===== config.mk =====
export PLATFORM = sky130hd
export DESIGN_NAME = ppc_top
export DESIGN_NICKNAME = d
export VERILOG_FILES = /design/src/common/ppc_pkg.sv /design/src/common/ppc_alias_if.sv /design/src/rtl/ppc_alias_map.sv /design/src/rtl/ppc_top.sv
export SDC_FILE = /design/constraint.sdc
export NUM_CORES = 1
export LEC_CHECK = 0
export BUFFER_PORTS_ARGS = -buffer_cell sky130_fd_sc_hd__buf_2
export CAP_MARGIN = 20
export CORE_ASPECT_RATIO = 0.7
export CORE_UTILIZATION = 47
export CTS_CLUSTER_SIZE = 20
export DETAILED_ROUTE_END_ITERATION = 8
export PLACE_DENSITY_LB_ADDON = 0.25
export SLEW_MARGIN = 25
export SYNTH_ARGS = -nofsm -noshare
export SYNTH_HDL_FRONTEND = slang
export SYNTH_SLANG_ARGS = --single-unit

===== constraint.sdc =====
create_clock -name clk -period 1.3 [get_ports clk]
set_input_delay 0.065 -clock clk [delete_from_list [all_inputs] [get_ports clk]]
set_output_delay 0.065 -clock clk [all_outputs]
set_load 0.01 [all_outputs]

===== src/common/ppc_pkg.sv =====
package ppc_pkg;
  // register addresses on the register port
  localparam logic [15:0] ADDR_CR4 = 16'h0512;
  localparam logic [15:0] ADDR_BASIC = 16'h04E0;
  localparam logic [15:0] ADDR_ADV = 16'h04E8;

  // field positions in port_phy_control_four
  localparam int unsigned F_LED_OFF = 15;
  localparam int unsigned F_TX_DIS = 14;
  localparam int unsigned F_RESTART = 13;
  localparam int unsigned F_FEF_DIS = 12;
  localparam int unsigned F_PWR_DN = 11;
  localparam int unsigned F_MDIX_AUTO_DIS = 10;
  localparam int unsigned F_MDIX_FORCE = 9;
  localparam int unsigned F_AN_EN = 7;
  localparam int unsigned F_SPEED = 6;
  localparam int unsigned F_DUPLEX = 5;
  localparam int unsigned F_ADV_PAUSE = 4;
  localparam int unsigned F_ADV_100FD = 3;
  localparam int unsigned F_ADV_100HD = 2;
  localparam int unsigned F_ADV_10FD = 1;
  localparam int unsigned F_ADV_10HD = 0;

  // the same fields seen through phy_basic_control_alias
  localparam int unsigned B_LED_OFF = 0;
  localparam int unsigned B_TX_DIS = 1;
  localparam int unsigned B_FEF_DIS = 2;
  localparam int unsigned B_MDIX_AUTO_DIS = 3;
  localparam int unsigned B_MDIX_FORCE = 4;
  localparam int unsigned B_DUPLEX = 8;
  localparam int unsigned B_RESTART = 9;
  localparam int unsigned B_PWR_DN = 11;
  localparam int unsigned B_AN_EN = 12;
  localparam int unsigned B_SPEED = 13;

  // advertisement field, identical place in both views
  localparam int unsigned ADV_LSB = 0;
  localparam int unsigned ADV_W = 5;

  // reset value and writable bits
  localparam logic [15:0] CR4_RESET = 16'h009F;
  localparam logic [15:0] CR4_WMASK = 16'hFEFF;
  localparam logic [15:0] ADV_WMASK = 16'h001F;
  localparam int unsigned LED_COUNT = 4;
endpackage


===== src/common/ppc_alias_if.sv =====
`timescale 1ns/1ps
`default_nettype none
// carries the field store and write data to the alias mapper and the views back
interface ppc_alias_if;
  logic [15:0] fld;
  logic [15:0] wdata;
  logic [15:0] basic_rd;
  logic [15:0] adv_rd;
  logic [15:0] basic_wr;
  logic [15:0] adv_wr;
  modport owner(
    output fld,
    output wdata,
    input basic_rd,
    input adv_rd,
    input basic_wr,
    input adv_wr
  );
  modport mapper(
    input fld,
    input wdata,
    output basic_rd,
    output adv_rd,
    output basic_wr,
    output adv_wr
  );
endinterface
`default_nettype wire


===== src/rtl/ppc_alias_map.sv =====
`timescale 1ns/1ps
`default_nettype none
module ppc_alias_map (
  // field store and views
  ppc_alias_if.mapper m
);
  // read views of the shared store
  always_comb begin
    m.basic_rd = 16'h0000;
    m.basic_rd[ppc_pkg::B_LED_OFF] = m.fld[ppc_pkg::F_LED_OFF];
    m.basic_rd[ppc_pkg::B_TX_DIS] = m.fld[ppc_pkg::F_TX_DIS];
    m.basic_rd[ppc_pkg::B_FEF_DIS] = m.fld[ppc_pkg::F_FEF_DIS];
    m.basic_rd[ppc_pkg::B_MDIX_AUTO_DIS] = m.fld[ppc_pkg::F_MDIX_AUTO_DIS];
    m.basic_rd[ppc_pkg::B_MDIX_FORCE] = m.fld[ppc_pkg::F_MDIX_FORCE];
    m.basic_rd[ppc_pkg::B_DUPLEX] = m.fld[ppc_pkg::F_DUPLEX];
    m.basic_rd[ppc_pkg::B_RESTART] = m.fld[ppc_pkg::F_RESTART];
    m.basic_rd[ppc_pkg::B_PWR_DN] = m.fld[ppc_pkg::F_PWR_DN];
    m.basic_rd[ppc_pkg::B_AN_EN] = m.fld[ppc_pkg::F_AN_EN];
    m.basic_rd[ppc_pkg::B_SPEED] = m.fld[ppc_pkg::F_SPEED];
    m.adv_rd = m.fld & ppc_pkg::ADV_WMASK;
  end

  // merged store value for a write through either alias
  always_comb begin
    m.basic_wr = m.fld;
    m.basic_wr[ppc_pkg::F_LED_OFF] = m.wdata[ppc_pkg::B_LED_OFF];
    m.basic_wr[ppc_pkg::F_TX_DIS] = m.wdata[ppc_pkg::B_TX_DIS];
    m.basic_wr[ppc_pkg::F_FEF_DIS] = m.wdata[ppc_pkg::B_FEF_DIS];
    m.basic_wr[ppc_pkg::F_MDIX_AUTO_DIS] = m.wdata[ppc_pkg::B_MDIX_AUTO_DIS];
    m.basic_wr[ppc_pkg::F_MDIX_FORCE] = m.wdata[ppc_pkg::B_MDIX_FORCE];
    m.basic_wr[ppc_pkg::F_DUPLEX] = m.wdata[ppc_pkg::B_DUPLEX];
    m.basic_wr[ppc_pkg::F_RESTART] = m.wdata[ppc_pkg::B_RESTART];
    m.basic_wr[ppc_pkg::F_PWR_DN] = m.wdata[ppc_pkg::B_PWR_DN];
    m.basic_wr[ppc_pkg::F_AN_EN] = m.wdata[ppc_pkg::B_AN_EN];
    m.basic_wr[ppc_pkg::F_SPEED] = m.wdata[ppc_pkg::B_SPEED];
    // advertisement bits keep their value through the basic view
    m.adv_wr = (m.fld & ~ppc_pkg::ADV_WMASK) | (m.wdata & ppc_pkg::ADV_WMASK);
    // a restart bit still standing from the write before must not fire a second time
    m.adv_wr[ppc_pkg::F_RESTART] = 1'b0;
  end
endmodule
`default_nettype wire


===== src/rtl/ppc_top.sv =====
//
// Operation
// - led blanking bit forces all four indicator pins high
// - transmitter disable bit stops the port transmitter
// - writing one to restart bit restarts auto-negotiation once
// - far-end-fault disable bit stops fault detection and pattern sending
// - bit 10 turns automatic crossover selection off
// - with auto crossover off, bit 9 forces crossed configuration
// - negotiation enable resets to one; cleared means forced speed, duplex
// - forced speed: bit 6 one gives 100 Mb/s, zero 10 Mb/s
// - duplex from bit 5 when negotiation off or failed
// - pause capability advertised while bit 4 set, reset one
// - 100 full duplex advertised while bit 3 set, reset one
// - 100 half duplex advertised while bit 2 set, reset one
// - 10 full duplex advertised while bit 1 set, reset one
// - 10 half duplex advertised while bit 0 set, reset one
//
// Local design decision: the address-and-strobe port.
`timescale 1ns/1ps
`default_nettype none
module ppc_top #(
  parameter int unsigned LEDS = ppc_pkg::LED_COUNT
) (
  // clock and reset
  input wire logic clk,
  input wire logic arst_n,
  // register port
  input wire logic [15:0] reg_addr,
  input wire logic [15:0] reg_wdata,
  input wire logic reg_we,
  input wire logic reg_re,
  output logic [15:0] reg_rdata,
  // indicator requests from the port status logic, high to light
  input wire logic [LEDS-1:0] led_req,
  // results from the negotiation engine
  input wire logic an_speed_100,
  input wire logic an_full_duplex,
  input wire logic an_failed,
  // indicator pins, high is dark
  output logic port_indicator_zero_n,
  output logic port_indicator_one_n,
  output logic port_indicator_two_n,
  output logic port_indicator_three_n,
  // transceiver control
  output logic tx_disable,
  output logic an_restart,
  output logic fef_enable,
  output logic power_down,
  output logic auto_mdix_en,
  output logic force_mdix,
  output logic an_enable,
  output logic speed_100,
  output logic full_duplex,
  output logic [4:0] adv_cap
);
  // address match, used for both strobes
  function automatic logic hit(input logic [15:0] a, input logic [15:0] r);
    hit = (a == r);
  endfunction

  logic [15:0] fld_q;
  logic [15:0] fld_d;
  logic [15:0] rdata_q;
  logic [15:0] rdata_d;
  logic [LEDS-1:0] ind_q;
  logic [LEDS-1:0] ind_d;
  logic tx_dis_q, restart_q, fef_q, pdn_q, amdix_q, fmdix_q;
  logic an_q, spd_q, fdx_q;
  logic tx_dis_d, restart_d, fef_d, pdn_d, amdix_d, fmdix_d;
  logic an_d, spd_d, fdx_d;
  logic [4:0] adv_q;
  logic [4:0] adv_d;
  logic wr_cr4, wr_basic, wr_adv;

  ppc_alias_if alias_if ();

  assign alias_if.fld = fld_q;
  assign alias_if.wdata = reg_wdata;

  ppc_alias_map u_map (
    .m(alias_if.mapper)
  );

  assign wr_cr4 = reg_we && hit(reg_addr, ppc_pkg::ADDR_CR4);
  assign wr_basic = reg_we && hit(reg_addr, ppc_pkg::ADDR_BASIC);
  assign wr_adv = reg_we && hit(reg_addr, ppc_pkg::ADDR_ADV);

  // field store: one copy, three views; restart clears itself after one cycle
  always_comb begin
    fld_d = fld_q;
    fld_d[ppc_pkg::F_RESTART] = 1'b0;
    if (wr_cr4) begin
      fld_d = reg_wdata & ppc_pkg::CR4_WMASK;
    end else if (wr_basic) begin
      fld_d = alias_if.basic_wr & ppc_pkg::CR4_WMASK;
    end else if (wr_adv) begin
      fld_d = alias_if.adv_wr & ppc_pkg::CR4_WMASK;
    end
  end

  always_ff @(posedge clk or negedge arst_n) begin
    if (!arst_n) begin
      fld_q <= ppc_pkg::CR4_RESET;
    end else begin
      fld_q <= fld_d;
    end
  end

  // read data stands only in the cycle after the read strobe
  always_comb begin
    rdata_d = 16'h0000;
    if (reg_re) begin
      if (hit(reg_addr, ppc_pkg::ADDR_CR4)) begin
        rdata_d = fld_q;
      end else if (hit(reg_addr, ppc_pkg::ADDR_BASIC)) begin
        rdata_d = alias_if.basic_rd;
      end else if (hit(reg_addr, ppc_pkg::ADDR_ADV)) begin
        rdata_d = alias_if.adv_rd;
      end
    end
  end

  always_ff @(posedge clk or negedge arst_n) begin
    if (!arst_n) begin
      rdata_q <= 16'h0000;
    end else begin
      rdata_q <= rdata_d;
    end
  end

  // indicator pins: blanking drives every pin high regardless of request
  generate
    for (genvar i = 0; i < LEDS; i++) begin : g_ind
      always_comb begin
        ind_d[i] = fld_q[ppc_pkg::F_LED_OFF] | ~led_req[i];
      end
    end
  endgenerate

  always_ff @(posedge clk or negedge arst_n) begin
    if (!arst_n) begin
      ind_q <= {LEDS{1'b1}};
    end else begin
      ind_q <= ind_d;
    end
  end

  // transceiver controls, registered so every pin comes from a flop
  always_comb begin
    tx_dis_d = fld_q[ppc_pkg::F_TX_DIS];
    restart_d = fld_q[ppc_pkg::F_RESTART];
    fef_d = ~fld_q[ppc_pkg::F_FEF_DIS];
    pdn_d = fld_q[ppc_pkg::F_PWR_DN];
    amdix_d = ~fld_q[ppc_pkg::F_MDIX_AUTO_DIS];
    // forcing only counts while automatic selection is off
    fmdix_d = fld_q[ppc_pkg::F_MDIX_AUTO_DIS] & fld_q[ppc_pkg::F_MDIX_FORCE];
    an_d = fld_q[ppc_pkg::F_AN_EN];
    spd_d = fld_q[ppc_pkg::F_AN_EN] ? an_speed_100 : fld_q[ppc_pkg::F_SPEED];
    // a failed negotiation falls back to the forced duplex
    if (!fld_q[ppc_pkg::F_AN_EN] || an_failed) begin
      fdx_d = fld_q[ppc_pkg::F_DUPLEX];
    end else begin
      fdx_d = an_full_duplex;
    end
    adv_d = fld_q[ppc_pkg::ADV_LSB +: ppc_pkg::ADV_W];
  end

  always_ff @(posedge clk or negedge arst_n) begin
    if (!arst_n) begin
      tx_dis_q <= 1'b0;
      restart_q <= 1'b0;
      fef_q <= 1'b1;
      pdn_q <= 1'b0;
      amdix_q <= 1'b1;
      fmdix_q <= 1'b0;
      an_q <= 1'b1;
      spd_q <= 1'b0;
      fdx_q <= 1'b0;
      adv_q <= 5'h1F;
    end else begin
      tx_dis_q <= tx_dis_d;
      restart_q <= restart_d;
      fef_q <= fef_d;
      pdn_q <= pdn_d;
      amdix_q <= amdix_d;
      fmdix_q <= fmdix_d;
      an_q <= an_d;
      spd_q <= spd_d;
      fdx_q <= fdx_d;
      adv_q <= adv_d;
    end
  end

  // outputs
  assign reg_rdata = rdata_q;
  assign port_indicator_zero_n = ind_q[0];
  assign port_indicator_one_n = ind_q[1];
  assign port_indicator_two_n = ind_q[2];
  assign port_indicator_three_n = ind_q[3];
  assign tx_disable = tx_dis_q;
  assign an_restart = restart_q;
  assign fef_enable = fef_q;
  assign power_down = pdn_q;
  assign auto_mdix_en = amdix_q;
  assign force_mdix = fmdix_q;
  assign an_enable = an_q;
  assign speed_100 = spd_q;
  assign full_duplex = fdx_q;
  assign adv_cap = adv_q;
endmodule
`default_nettype wire


==> results.cfg <==
[status]
status = finished, violations left
violations = negative setup slack

[setup_path]
cp_slowest_cell = or4b_4
worst_r2r_startpoint = alias_if.fld[7]
worstPathCellList = buf_6 -> or4b_4 -> or3_4 -> a211o_4 -> mux2_4
r2r_end = full_duplex
required_ns = 1.53
worstPathArrival_ns = 1.71
cp_num_buf_inv = 1
crit_path_max_fanout = 5
cpLargestDelayFamily = simple AND/OR/NAND/NOR gates
r2r_slack_ns = 0.09
cp-end-kind = flop
cpPeakStageDelay_ns = 0.54
setup.worst_path.class = input pin to flop
crit_path_start_kind = input pin
rr_worst_depth = 2

[placed_design]
hpwl_mm = 2.97
globalplace.congestion = 0.827
dp_cells = 260
portBuffers = 76
pre_cts_ws_ns = -0.593
dpl_cell_area_sq_um = 2430

[cells_and_area]
instances_no_fill = 279
antenna_cells = 0
nNetsFinal = 271
finalInstanceArea_sq_um = 2700
area_growth_pct = 42.0
drive_above_1_share_pct = 62.4
num-fill-cells = 272
final_common_cell = buf_2
final_cell_mix = 74 x buf_2, 31 x dfrtp_1, 18 x dfstp_2

[clock_network]
clock_sink_count = 49
cts_tree = yes
numCtsBuffers = 5
path_clk_slew_ns = 0.08
htreeDepth = 2
root_buffer = clkbuf_8
clk_latency_ns = 0.30
cts_buffer_depth = 2

[drt]
wl_mm = 4.25
vias = 1475
drt_iter0_drc = 45
ant_nets = 0
first_pass_iters = 4
viasPerCell = 5.29
avgRoutedWirePerCell_microns = 15.2
drc = 0

[worst_hold_path]
hp-start = an_full_duplex
whs_path_depth = 2
hp-class = input pin to flop
min_to = full_duplex

[sta]
rsz0062_at_grt = true
hold_viol_final = 0
finalCritPeriodShare_pct = 114
post-route-min-period_ns = 1.49
max-slew-margin-rel_pct = 55.2
finalSetupTns_ns = -3.05
fmax_ghz = 0.673
setup_violations = 31
final_max_slew_viol_count = 0
setup_ws_ns = -0.187
worst_pin_slew_ns = 0.666
worst_clock_skew_ns = 0.00949

[synthesis]
synth_ff_type = dfrtp_1
yosysWarnings = 0
netlist_area_sq_um = 1900
syn_inst = 127
synthArstFlopShare_pct = 100
syn_nets = 170
ys_types = 32
synth-edff-count = 0
ys_seq_elements = 49
syn_area_per_cell_sq_um = 15.0
synth-seq-area-share_pct = 65.7

[grt]
grt.overflow.total = 0
grt_pass1_vias = 1396
grt.total_usage_pct = 21.3
grt_pass1_wl_mm = 6.52
grt_max_degree = 50
antenna_found_initial = 0

[floorplanning]
floorplan.initialDensity_pct = 51.4
ios = 77
die_x_microns = 78.0
coreArea_sq_um = 3690
rows = 18
die_h_microns = 55.2
dieArea_sq_um = 4300

[power]
p_leak_nw = 1.34
p_total_w = 0.00264
irDropWorstVdd_mv = 0.517
p_per_area_nw_per_um2 = 978

[job]
max_cap_violations = 0
## layout make-up
cell class	count	area, sq um	share of cell area (%)
tap	50	62.6	2.32
sequential	49	1250	46.3
clock buffer	7	86.3	3.20
inverter	3	11.3	0.417
timing repair buffer	97	588	21.8
clock inverter	1	7.51	0.278
multi-input combinational	72	693	25.7
## per-layer routing
metal | GRT usage, % | vias up | part of all wire [%] | routed length [microns]
met1 | 28.2 | 721 | 46 | 1950
met5 | 0 | - | 0 | 0
li1 | - | 675 | - | -
met3 | 5.41 | 9 | 6.7 | 283
met4 | 10.5 | 0 | 1.4 | 58
met2 | 33.8 | 70 | 46 | 1950
## worst register-to-register path, cell delays in order, from the launching register on
cell and delay [ns]:
dfstp_2 0.59, nor2b_1 0.16, mux2_2 0.34
## repair_timing
item,4_1_cts,5_1_grt
setup buffers,3,0
hold buffers,7,0
setup endpoints to repair,29,31
gates resized for setup,12,6
hold endpoints to repair,55,0
pin swaps,6,11
gates cloned,1,0
## cells in the mapped netlist (2+ instances only)
master	n	area (sq um)
a32o_1	5	50.1
inv_1	3	11.3
nand4b_1	2	17.5
and2_1	7	43.8
nor2_1	4	15.0
nor3_1	2	10.0
dfstp_2	18	473
dfrtp_1	31	776
mux2_4	5	75.1
a22oi_1	3	22.5
a22o_1	17	149
clkbuf_1	3	11.3
mux2_2	3	33.8
nand2b_1	6	37.5
## sequential cells by signal, summed over array words and instances, names as in the netlist
name          count
adv_cap           5
fef_enable        1
alias_if.fld     15
auto_mdix_en      1
ind_q             4
speed_100         1
power_down        1
force_mdix        1
full_duplex       1
reg_rdata        16
an_enable         1
tx_disable        1
an_restart        1
## worst max path at each step
stage / from / to / depth (start not counted)
3_3_place_gp: reg_addr[11] / reg_rdata[3] / 5
5_1_grt: reg_addr[11] / reg_rdata[4] / 6
3_5_place_dp: reg_addr[11] / reg_rdata[3] / 5
4_1_cts: reg_addr[11] / alias_if.fld[1] / 5
6_report: reg_addr[11] / alias_if.fld[1] / 5
2_1_floorplan: reg_addr[11] / alias_if.fld[0] / 4
## metrics by stage
stage	util (%)	hold slack (ns)
global placement	65.7	0.0599
detailed placement	65.7	0.0634
finish	73.0	0.0105
floorplan	-	-0.231
global route	73.0	0.0171
CTS	72.3	0.00679
## power by group
part | internal [W] | switching [W] | total [W]
sequential | 0.00154 | 0.00000162 | 0.00154
combinational | 0.0000967 | 0.0000881 | 0.000185
clock | 0.000433 | 0.000483 | 0.000916
total | 0.00207 | 0.000573 | 0.00264
## kinds of logic after synthesis
logic type	share of synthesized area (%)
flip-flops	65.7
buffers and inverters	1.45
multiplexers	5.73
AO/OA/AOI/OAI	13.3
AND/OR/NAND/NOR	13.8
Power figures use the tool's default switching activity.
